===== src/sevq_pkg.sv =====
// Constants, register map and types of the SCSI event queue block
// Notes on behaviour
// - Record: 32-bit code, 8-byte unit address, 32-bit reason, little-endian.
// - Transport reset is code 1; reasons 0 hard, 1 appeared, 2 removed.
// - Dropped events set code top bit; no-event code may report the loss.
// - No removal or appeared reason unless hot-plug was negotiated.
// - Never raise parameter-change event for multimedia-type units.
// - Legacy interface writes record fields in guest native byte order.
// - Feature 28 allows indirect descriptor tables.
// - Feature 29 enables used and available event index fields.
// - Device always offers feature 32; may halt if not accepted.
// - With feature 24, interrupt when a queue runs dry despite suppression; code raises it only in legacy mode.
// - Transitional device offers feature 27; driver accepts it.
// - Feature 30 is reserved and never negotiated.
package sevq_pkg;
    // ****************************************************************
    // Event record layout
    // ****************************************************************
    localparam logic [31:0] EVT_NO_EVENT        = 32'h0000_0000;
    localparam logic [31:0] EVT_TRANSPORT_RESET = 32'h0000_0001;
    localparam logic [31:0] EVT_ASYNC_NOTIFY    = 32'h0000_0002;
    localparam logic [31:0] param_change_event_code = 32'h0000_0003;
    localparam int          EVT_MISSED_BIT      = 31;
    localparam logic [31:0] reason_unit_hard    = 32'h0000_0000;
    localparam logic [31:0] reason_unit_appeared = 32'h0000_0001;
    localparam logic [31:0] reason_unit_removed = 32'h0000_0002;
    localparam logic [7:0]  UNIT_TYPE_MMC       = 8'h05;
    localparam int          REC_WORDS           = 5;
    localparam logic [31:0] REC_BYTES           = 32'h0000_0014;
    // ****************************************************************
    // Feature bits
    // ****************************************************************
    localparam int FEAT_HOTPLUG  = 1;
    localparam int FEAT_DRAINED  = 24;
    localparam int FEAT_ANY_LAY  = 27;
    localparam int FEAT_INDIRECT = 28;
    localparam int FEAT_EVT_IDX  = 29;
    localparam int FEAT_RSVD30   = 30;
    localparam int FEAT_VERSION1 = 32;
    localparam logic [63:0] FEAT_FIXED_OFFER = 64'h0000_0001_0800_0000;
    localparam logic [63:0] FEAT_OPT_MASK    = 64'h0000_0000_3100_0002;
    // ****************************************************************
    // Register map (byte addresses)
    // ****************************************************************
    localparam logic [7:0] REG_CTRL      = 8'h00;
    localparam logic [7:0] REG_OFFER_LO  = 8'h04;
    localparam logic [7:0] REG_OFFER_HI  = 8'h08;
    localparam logic [7:0] REG_ACCEPT_LO = 8'h0c;
    localparam logic [7:0] REG_ACCEPT_HI = 8'h10;
    localparam logic [7:0] REG_ACTIVE_LO = 8'h14;
    localparam logic [7:0] REG_ACTIVE_HI = 8'h18;
    localparam logic [7:0] REG_STATUS    = 8'h1c;
    localparam logic [7:0] REG_IRQ_STAT  = 8'h20;
    localparam logic [7:0] REG_IRQ_EN    = 8'h24;
    localparam logic [7:0] REG_IRQ_CLR   = 8'h28;
    localparam logic [7:0] REG_DROPS     = 8'h2c;
    localparam int CTRL_LEGACY = 0;
    localparam int CTRL_BE     = 1;
    localparam int CTRL_OPTIN  = 2;
    localparam int IRQ_WRITTEN = 0;
    localparam int IRQ_DROPPED = 1;
    localparam int IRQ_DRAINED = 2;
    localparam int IRQ_FILTER  = 3;
    localparam int IRQ_BADVER  = 4;
    localparam int IRQ_BITS    = 5;
    localparam logic [31:0] CTRL_RESET = 32'h0000_0000;
    typedef enum logic [1:0] {
        SEVQ_IDLE  = 2'b00,
        SEVQ_WRITE = 2'b01,
        SEVQ_DONE  = 2'b10
    } sevq_state_e;
endpackage


===== src/sevq_rec_mem.sv =====
// Record staging memory: holds the words of one event record
`timescale 1ns/10ps
`default_nettype none
module sevq_rec_mem
    import sevq_pkg::*;
#(
    parameter int WORDS = REC_WORDS
) (
    input  wire logic                     sys_clk,
    input  wire logic                     wr_en,
    input  wire logic [$clog2(WORDS)-1:0] wr_addr,
    input  wire logic [31:0]              wr_data,
    input  wire logic [$clog2(WORDS)-1:0] rd_addr,
    output logic      [31:0]              rd_data
);
    logic [31:0] mem [WORDS];
    initial begin
        if (WORDS < 2) begin
            $error("sevq_rec_mem: WORDS must be at least 2");
        end
    end
    always_ff @(posedge sys_clk) begin
        if (wr_en) begin
            mem[wr_addr] <= wr_data;
        end
    end
    always_ff @(posedge sys_clk) begin
        rd_data <= mem[rd_addr];
    end
endmodule
`default_nettype wire


===== src/sevq_top.sv =====
// Event queue writer and feature negotiation of a virtual SCSI host
`timescale 1ns/10ps
`default_nettype none
module sevq_top
    import sevq_pkg::*;
#(
    parameter int DROP_W = 16
) (
    input  wire logic        sys_clk,
    input  wire logic        rst,
    // Register port
    input  wire logic [7:0]  reg_addr,
    input  wire logic [31:0] reg_wdata,
    input  wire logic        reg_wr,
    input  wire logic        reg_rd,
    output logic      [31:0] reg_rdata,
    // Event source
    input  wire logic        evt_valid,
    input  wire logic [31:0] evt_code,
    input  wire logic [63:0] evt_lun,
    input  wire logic [31:0] evt_reason,
    input  wire logic [7:0]  evt_unit_type,
    output logic             evt_ready,
    // Buffer supply from the queue engine
    input  wire logic        buf_avail,
    input  wire logic [31:0] buf_len,
    input  wire logic        buf_writable,
    output logic             buf_take,
    // Record word output, one word a cycle
    output logic             rec_valid,
    output logic [2:0]       rec_index,
    output logic [31:0]      rec_word,
    output logic             rec_last,
    output logic             irq
);
    initial begin
        if (DROP_W < 1 || DROP_W > 32) begin
            $error("sevq_top: DROP_W must be 1 to 32");
        end
    end

    // ****************************************************************
    // Registers
    // ****************************************************************
    logic [31:0]         ctrl;
    logic [63:0]         drv_accept;
    logic [63:0]         active;
    logic [IRQ_BITS-1:0] irq_stat;
    logic [IRQ_BITS-1:0] irq_en;
    logic [DROP_W-1:0]   drops;
    logic                lost;
    logic                halted;
    sevq_state_e         state;
    logic [2:0]          widx;
    logic [2:0]          ridx;
    logic [31:0]         mem_rd;

    logic [63:0] offer;
    logic [63:0] next_active;
    logic        legacy;
    logic        big_end;
    assign legacy  = ctrl[CTRL_LEGACY];
    assign big_end = legacy & ctrl[CTRL_BE];
    // Optional bits appear only where software opted in; bit 30 never does
    always_comb begin
        offer = FEAT_FIXED_OFFER;
        if (ctrl[CTRL_OPTIN]) begin
            offer = offer | FEAT_OPT_MASK;
        end
        offer[FEAT_RSVD30] = 1'b0;
        next_active = offer & drv_accept;
    end

    always_ff @(posedge sys_clk) begin
        if (rst) begin
            ctrl       <= CTRL_RESET;
            drv_accept <= '0;
            irq_en     <= '0;
        end else if (reg_wr) begin
            case (reg_addr)
                REG_CTRL:      ctrl <= reg_wdata;
                REG_ACCEPT_LO: drv_accept[31:0] <= reg_wdata;
                REG_ACCEPT_HI: drv_accept[63:32] <= reg_wdata;
                REG_IRQ_EN:    irq_en <= reg_wdata[IRQ_BITS-1:0];
                default: ;
            endcase
        end
    end

    // Negotiated set: accepted bits that were offered
    always_ff @(posedge sys_clk) begin
        if (rst) begin
            active <= '0;
        end else begin
            active <= next_active;
        end
    end

    // Outside legacy mode, device refuses to deliver events until version 1 is accepted
    always_ff @(posedge sys_clk) begin
        if (rst) begin
            halted <= 1'b0;
        end else begin
            halted <= ~legacy & ~active[FEAT_VERSION1];
        end
    end

    // ****************************************************************
    // Event acceptance and filtering
    // ****************************************************************
    logic evt_take;
    logic filtered;
    logic buf_ok;
    logic drop_now;
    logic hot_reason;
    assign hot_reason = (evt_code == EVT_TRANSPORT_RESET) &&
                        (evt_reason == reason_unit_appeared ||
                         evt_reason == reason_unit_removed);
    assign filtered = (hot_reason && !active[FEAT_HOTPLUG]) ||
                      (evt_code == param_change_event_code &&
                       evt_unit_type == UNIT_TYPE_MMC);
    assign buf_ok   = buf_avail && buf_writable && buf_len >= REC_BYTES;
    assign evt_take = (state == SEVQ_IDLE) && evt_valid && !halted;
    assign drop_now = evt_take && !filtered && !buf_ok;
    // A waiting loss is reported on its own once a buffer appears while no event is offered
    logic loss_only;
    assign loss_only = (state == SEVQ_IDLE) && !evt_valid && lost &&
                       buf_ok && !halted;
    logic start;
    assign start = (evt_take && !filtered && buf_ok) || loss_only;

    always_ff @(posedge sys_clk) begin
        if (rst) begin
            evt_ready <= 1'b0;
        end else begin
            evt_ready <= (state == SEVQ_IDLE) && !halted && !evt_take;
        end
    end

    always_ff @(posedge sys_clk) begin
        if (rst) begin
            buf_take <= 1'b0;
        end else begin
            buf_take <= start;
        end
    end

    // ****************************************************************
    // Record staging
    // ****************************************************************
    function automatic logic [31:0] order(input logic [31:0] w,
                                          input logic be);
        order = be ? {w[7:0], w[15:8], w[23:16], w[31:24]} : w;
    endfunction

    logic [31:0] code_out;
    logic        stage_we;
    logic [31:0] stage_d;
    logic [31:0] rec_src [REC_WORDS];
    always_comb begin
        code_out = loss_only ? EVT_NO_EVENT : evt_code;
        code_out[EVT_MISSED_BIT] = lost | drop_now;
    end

    // Words: code, unit address low and high words, reason
    always_comb begin
        stage_we = 1'b0;
        stage_d  = '0;
        if (state == SEVQ_WRITE && widx < 3'(REC_WORDS)) begin
            stage_we = 1'b1;
            stage_d  = rec_src[widx];
        end
    end

    logic [31:0] hold_code;
    logic [63:0] hold_lun;
    logic [31:0] hold_reason;
    always_ff @(posedge sys_clk) begin
        if (rst) begin
            hold_code   <= '0;
            hold_lun    <= '0;
            hold_reason <= '0;
        end else if (start) begin
            hold_code   <= code_out;
            hold_lun    <= loss_only ? 64'h0 : evt_lun;
            hold_reason <= loss_only ? 32'h0 : evt_reason;
        end
    end
    // Unit address is a byte array, so its lane order never swaps
    assign rec_src[0] = order(hold_code, big_end);
    assign rec_src[1] = hold_lun[31:0];
    assign rec_src[2] = hold_lun[63:32];
    assign rec_src[3] = order(hold_reason, big_end);
    assign rec_src[4] = 32'h0;

    sevq_rec_mem #(
        .WORDS (REC_WORDS)
    ) u_mem (
        .sys_clk (sys_clk),
        .wr_en   (stage_we),
        .wr_addr (widx),
        .wr_data (stage_d),
        .rd_addr (ridx),
        .rd_data (mem_rd)
    );

    // ****************************************************************
    // Sequencer: stage four words, then stream them out
    // ****************************************************************
    localparam logic [2:0] LAST_IDX = 3'h3;
    logic rd_pend;
    always_ff @(posedge sys_clk) begin
        if (rst) begin
            state <= SEVQ_IDLE;
            widx  <= '0;
            ridx  <= '0;
        end else begin
            case (state)
                SEVQ_IDLE: begin
                    widx <= '0;
                    ridx <= '0;
                    if (start) begin
                        state <= SEVQ_WRITE;
                    end
                end
                SEVQ_WRITE: begin
                    if (widx == LAST_IDX) begin
                        state <= SEVQ_DONE;
                    end
                    widx <= widx + 3'h1;
                end
                SEVQ_DONE: begin
                    if (ridx == LAST_IDX) begin
                        state <= SEVQ_IDLE;
                    end
                    ridx <= ridx + 3'h1;
                end
                default: state <= SEVQ_IDLE;
            endcase
        end
    end

    always_ff @(posedge sys_clk) begin
        if (rst) begin
            rd_pend   <= 1'b0;
            rec_valid <= 1'b0;
            rec_index <= '0;
            rec_last  <= 1'b0;
        end else begin
            rd_pend   <= (state == SEVQ_DONE);
            rec_valid <= rd_pend;
            rec_index <= ridx - 3'h1;
            rec_last  <= rd_pend && (ridx == 3'h4);
        end
    end
    always_ff @(posedge sys_clk) begin
        if (rst) begin
            rec_word <= '0;
        end else begin
            rec_word <= mem_rd;
        end
    end

    logic rec_done;
    assign rec_done = rec_valid && rec_last;

    // ****************************************************************
    // Lost-event flag and drop counter
    // ****************************************************************
    // Supply is judged one cycle after a take, once the queue has settled
    logic took;
    always_ff @(posedge sys_clk) begin
        if (rst) begin
            took <= 1'b0;
        end else begin
            took <= buf_take;
        end
    end
    // A new drop wins over the clear from a starting loss record
    always_ff @(posedge sys_clk) begin
        if (rst) begin
            lost <= 1'b0;
        end else if (drop_now) begin
            lost <= 1'b1;
        end else if (start && code_out[EVT_MISSED_BIT]) begin
            lost <= 1'b0;
        end
    end
    always_ff @(posedge sys_clk) begin
        if (rst) begin
            drops <= '0;
        end else if (drop_now && drops != '1) begin
            drops <= drops + 1'b1;
        end
    end

    // ****************************************************************
    // Interrupts
    // ****************************************************************
    logic [IRQ_BITS-1:0] irq_set;
    logic                drained;
    assign drained = active[FEAT_DRAINED] && legacy && took &&
                     !buf_avail;
    always_comb begin
        irq_set = '0;
        irq_set[IRQ_WRITTEN] = rec_done;
        irq_set[IRQ_DROPPED] = drop_now;
        irq_set[IRQ_DRAINED] = drained;
        irq_set[IRQ_FILTER]  = evt_take && filtered;
        irq_set[IRQ_BADVER]  = halted && evt_valid;
    end
    genvar gi;
    generate
        for (gi = 0; gi < IRQ_BITS; gi++) begin : g_irq
            always_ff @(posedge sys_clk) begin
                if (rst) begin
                    irq_stat[gi] <= 1'b0;
                end else if (irq_set[gi]) begin
                    irq_stat[gi] <= 1'b1;
                end else if (reg_wr && reg_addr == REG_IRQ_CLR &&
                             reg_wdata[gi]) begin
                    irq_stat[gi] <= 1'b0;
                end
            end
        end
    endgenerate
    // Drained-queue interrupt ignores the enable mask, as suppression may not
    always_ff @(posedge sys_clk) begin
        if (rst) begin
            irq <= 1'b0;
        end else begin
            irq <= |(irq_stat & irq_en) || irq_stat[IRQ_DRAINED];
        end
    end

    // ****************************************************************
    // Register read
    // ****************************************************************
    always_ff @(posedge sys_clk) begin
        if (rst) begin
            reg_rdata <= '0;
        end else if (reg_rd) begin
            case (reg_addr)
                REG_CTRL:      reg_rdata <= ctrl;
                REG_OFFER_LO:  reg_rdata <= offer[31:0];
                REG_OFFER_HI:  reg_rdata <= offer[63:32];
                REG_ACCEPT_LO: reg_rdata <= drv_accept[31:0];
                REG_ACCEPT_HI: reg_rdata <= drv_accept[63:32];
                REG_ACTIVE_LO: reg_rdata <= active[31:0];
                REG_ACTIVE_HI: reg_rdata <= active[63:32];
                REG_STATUS:    reg_rdata <= {29'h0, halted, lost,
                                             state != SEVQ_IDLE};
                REG_IRQ_STAT:  reg_rdata <= 32'(irq_stat);
                REG_IRQ_EN:    reg_rdata <= 32'(irq_en);
                REG_DROPS:     reg_rdata <= 32'(drops);
                default:       reg_rdata <= '0;
            endcase
        end else begin
            reg_rdata <= '0;
        end
    end

    // ****************************************************************
    // Checks
    // ****************************************************************
    property p_drop_sets_lost;
        @(posedge sys_clk) disable iff (rst) drop_now |=> lost;
    endproperty
    a_drop_sets_lost: assert property (p_drop_sets_lost)
        else $error("drop did not set lost flag");
    property p_missed_bit;
        @(posedge sys_clk) disable iff (rst)
            (start && lost && !big_end) |=> hold_code[EVT_MISSED_BIT];
    endproperty
    a_missed_bit: assert property (p_missed_bit)
        else $error("loss not flagged in record");
    property p_no_hot;
        @(posedge sys_clk) disable iff (rst)
            (evt_take && hot_reason && !active[FEAT_HOTPLUG]) |-> !start;
    endproperty
    a_no_hot: assert property (p_no_hot)
        else $error("hot-plug reason sent without feature");
    property p_no_mmc;
        @(posedge sys_clk) disable iff (rst)
            (evt_take && evt_unit_type == UNIT_TYPE_MMC &&
             evt_code == param_change_event_code) |-> !start;
    endproperty
    a_no_mmc: assert property (p_no_mmc)
        else $error("parameter change sent for multimedia unit");
    property p_ver_offered;
        @(posedge sys_clk) disable iff (rst) offer[FEAT_VERSION1];
    endproperty
    a_ver_offered: assert property (p_ver_offered)
        else $error("version feature not offered");
    property p_anylay;
        @(posedge sys_clk) disable iff (rst)
            offer[FEAT_ANY_LAY] && !offer[FEAT_RSVD30];
    endproperty
    a_anylay: assert property (p_anylay)
        else $error("bad fixed offer bits");
    property p_rec_len;
        @(posedge sys_clk) disable iff (rst)
            start |-> ##[8:12] rec_done;
    endproperty
    a_rec_len: assert property (p_rec_len)
        else $error("record not completed in time");
    property p_code_first;
        @(posedge sys_clk) disable iff (rst)
            (rec_valid && rec_index == 3'h0 && !big_end) |->
            rec_word == hold_code;
    endproperty
    a_code_first: assert property (p_code_first)
        else $error("event code not first word");
    c_record: cover property (@(posedge sys_clk) rec_done);
    c_drop: cover property (@(posedge sys_clk) drop_now);
    c_loss_only: cover property (@(posedge sys_clk) loss_only);
    c_drained: cover property (@(posedge sys_clk) drained);
endmodule
`default_nettype wire


===== config.mk =====
export PLATFORM = sky130hd
export DESIGN_NAME = sevq_top
export DESIGN_NICKNAME = d
export VERILOG_FILES = /design/src/sevq_pkg.sv /design/src/sevq_rec_mem.sv /design/src/sevq_top.sv
export SDC_FILE = /design/constraint.sdc
export NUM_CORES = 1
export LEC_CHECK = 0
export ABC_AREA = 1
export BUFFER_PORTS_ARGS = -buffer_cell sky130_fd_sc_hd__buf_2
export CELL_PAD_IN_SITES_DETAIL_PLACEMENT = 2
export CELL_PAD_IN_SITES_GLOBAL_PLACEMENT = 2
export CORE_UTILIZATION = 34
export DETAILED_ROUTE_END_ITERATION = 7
export MAX_ROUTING_LAYER = met4
export PLACE_DENSITY_LB_ADDON = 0.1
export SKIP_LAST_GASP = 1
export SYNTH_ARGS = -nofsm -noshare
export SYNTH_HDL_FRONTEND = slang
export SYNTH_HIERARCHICAL = 1
export SYNTH_SLANG_ARGS = --single-unit

===== constraint.sdc =====
create_clock -name sys_clk -period 4.86 [get_ports sys_clk]
set_input_delay 0.729 -clock sys_clk [delete_from_list [all_inputs] [get_ports sys_clk]]
set_output_delay 0.729 -clock sys_clk [all_outputs]
set_load 0.01 [all_outputs]

==> flow_summary_export.csv <==
group,metric,value,unit
run_status,status,"completed",
yosys,yosysWarnings,6,
cts,cts_hold_repair.buffers,0,
yosys,synth_cells,2997,
routing,met2_length,43090,µm
cts,path_clk_slew,0.06,ns
yosys,yosysSeqAreaShare,52.19,%
routing,routedWlPerCell,21.72,µm
global_routing,grt_pass1_vias,23430,
timing,hold_viol,0,
timing,maxSlewHeadroom,21.99,%
routing,route.detailed.drc,0,
timing,rsz0062_at_grt,"no",
floorplanning,row_count,95,
placed_design,pre_cts_slack,0.9925,ns
power,power.share.switching,24.07,%
global_routing,grt_pass1_wl,137000,µm
global_routing,grt_overflow,0,
power,p_sw,2.353,mW
timing,hold_slack,0.3522,ns
hold_path,hold_class,"in -> reg",
cells_and_area,area_growth,16.78,%
floorplanning,dieArea,0.07010,mm²
timing,period_share,66.53,%
timing,skew,0.02479,ns
yosys,ys_seq_elements,532,
global_routing,grt_max_degree,205,
routing,topRoutingLayerUsed,"met4",
routing,wl,89340,µm
cts,post_cts_buffers,0,
setup_path,cp_data_arrival_time,3.80,ns
cells_and_area,fin_area,0.02741,mm²
global_routing,antenna_found_initial,2,
yosys,synth_compound_area_share,9.924,%
timing,fmax,0.3093,GHz
placed_design,dpl_cell_area,0.02546,mm²
power,power_density,356.7,mW/mm²
timing,tns,0,ns
yosys,synth_simple_gate_area_share,26.10,%
power,p_leak,12.92,nW
cts,ctsResizeCount,0,
placed_design,gp_congestion,0.8689,
setup_path,worstSetupPathType,"in -> reg",
cts,cts_root_buf,"clkbuf_16",
placed_design,portBuffers,284,
routing,ant_nets,0,
timing,worst_pin_slew,1.170,ns
routing,vias,21540,
placed_design,dp_hpwl,59590,µm
timing,setup_ws,1.627,ns
yosys,synthAdderAreaFrac,0.3731,%
floorplanning,io_pins,287,
cts,htreeDepth,2,
routing,dr.first_iter.drc_count,1356,
setup_path,crit_fanout,97,
yosys,syn_area,0.02348,mm²
placed_design,placedCellCount,3999,
cts,clock-sinks,532,
cts,cts_tree,"done",
yosys,syn-num-nets,3219,
floorplanning,core_area,0.06775,mm²
routing,wl_met3,3041,µm
floorplanning,die_h,264.8,µm
power,comb_power_share,5.4,%
setup_path,end_kind,"flop",
routing,first_pass_iters,5,
yosys,synth_top_family_by_area,"simple AND/OR/NAND/NOR gates",
yosys,synth_mux_area_share,0,%
cts,clk_latency,0.65,ns
power,finalPower,9.778,mW
cells_and_area,drive_gt1_share,13.84,%
cells_and_area,fin_cells,4113,
timing,setup_violations,0,
yosys,synth.avg_cell_area,7.833,µm²
cts,clockBufferDepth,3,
power,max-vdd-ir-drop,0.2074,mV
cts,cts_buffers,60,
setup_path,worstPathRequired,5.42,ns
run,drv_cap,0,
routing,viasPerCell,5.236,
yosys,synth-xor-area-share,0.5223,%
floorplanning,initial_utilization,34.65,%
timing,slew_viol_final,0,
timing,fin_crit,3.233,ns
cells_and_area,post-route-util,40.46,%
cells_and_area,nets,3410,
global_routing,grtUsageTotal,25.94,%
power,p_clk_share,46.7,%
power,p_int,7.425,mW
yosys,synth_cell_types,43,
routing,wl_met1,39250,µm
power,seqPwrFrac,47.9,%
setup_path,cp-start-kind,"input port",
floorplanning,die_x,264.8,µm
layout make-up:
cell class | count | area [µm²]
antenna | 2 | 5.005
clock buffer | 82 | 1634
clock inverter | 30 | 317.8
fill | 7683 | 40340
inverter | 420 | 1584
multi-input combinational | 1845 | 8717
sequential | 532 | 12250
tap | 873 | 1092
timing repair buffer | 329 | 1809
path summary, 6_finish.rpt:
check / start / endpoint / slack, ns / cells past startpoint
setup / recovery: evt_code[3] / hold_lun[14] / 1.63 / 11
setup reg to reg: active[1] / hold_code[16] / 1.63 / 11
hold reg to reg: u_mem/rd_data[17] / rec_word[17] / 0.40 / 2
hold / removal: reg_wdata[17] / ctrl[17] / 0.35 / 3
logic make-up after synthesis:
kind of cell	Yosys count
buffers and inverters	620
xor gates and xnor gates	14
AOI/OAI and AO/OA	400
and+or+nand+nor	1424
DFF	532
adders and majority gates	7
worst max-delay path, stage by stage:
cell and delay (ns):
buf_2 0.11, nor2_1 0.39, nand3_1 0.16, nor2_1 0.13, nand4_1 0.08, nand2_1 0.23, a21oi_4 0.20, nand2_4 0.38
buf_4 0.87, nand4_1 0.23, nand2_1 0.15
cells in the final DEF, fill, tap and decap left out, types with 9 or more instances in the layout:
master,n
nor2_1,317
o211ai_1,32
a21oi_1,144
nand4_1,151
a221oi_1,43
edfxtp_1,160
nand2_1,695
dfxtp_1,370
buf_2,284
clkinv_1,14
buf_4,41
nor3_1,17
clkinv_2,9
nand3_1,216
clkbuf_16,60
o21ai_0,153
xor2_1,13
inv_1,407
clkbuf_1,17
per-layer routing:
| metal | global-route usage, % | vias up |
|---|---|---|
| li1 | - | 10150 |
| met1 | 31.87 | 10790 |
| met2 | 43.14 | 442 |
| met3 | 2.824 | 157 |
| met4 | 11.33 | 0 |
| met5 | - | - |
power groups by stage:
| stage | combinational, mW | clock (mW) | sequential [mW] |
|---|---|---|---|
| after detailed placement | 0.531 | 0 | 4.78 |
| final | 0.527 | 4.57 | 4.68 |
| after global placement | 0.512 | 0 | 4.77 |
| after global routing | 0.586 | 4.84 | 4.69 |
| after CTS | 0.536 | 4.66 | 4.68 |
| after floorplan | 0.272 | 0 | 4.77 |
sequential cells by signal, summed over array words and instances, names as in the netlist, 32 cells and up:
| signal | cells |
|---|---|
| rec_word | 32 |
| hold_lun | 64 |
| u_mem/rd_data | 32 |
| hold_code | 32 |
| ctrl | 32 |
| hold_reason | 32 |
| u_mem/mem | 160 |
| reg_rdata | 32 |
| drv_accept | 64 |
synth_stat cells (all sizes together):
| cell type | count | area share [%] |
|---|---|---|
| a21oi | 145 | 3.1 |
| nand4 | 152 | 4.1 |
| clkinv | 5 | 0.080 |
| a41oi | 3 | 0.11 |
| xnor2 | 1 | 0.037 |
| o221ai | 1 | 0.037 |
| nand2 | 702 | 11 |
| clkbuf | 104 | 1.7 |
| xor2 | 13 | 0.49 |
| o32ai | 2 | 0.075 |
| or2 | 1 | 0.027 |
| buf | 96 | 2.5 |
| o22ai | 4 | 0.11 |
| a22o | 6 | 0.22 |
| edfxtp | 160 | 20 |
| o2111ai | 2 | 0.075 |
| a32o | 1 | 0.043 |
| nor2 | 322 | 5.2 |
| o21ai | 153 | 3.3 |
| ha | 7 | 0.37 |
| nand3 | 216 | 4.6 |
| a31oi | 6 | 0.16 |
| inv | 415 | 6.6 |
| a221oi | 43 | 1.6 |
| dfxtp | 372 | 32 |
| nor4 | 5 | 0.13 |
| nor3 | 25 | 0.69 |
| a211oi | 1 | 0.032 |
| o21a | 1 | 0.032 |
| o211ai | 32 | 1.0 |
| and3 | 1 | 0.027 |
Note: power is estimated with default switching activity, not from simulation.
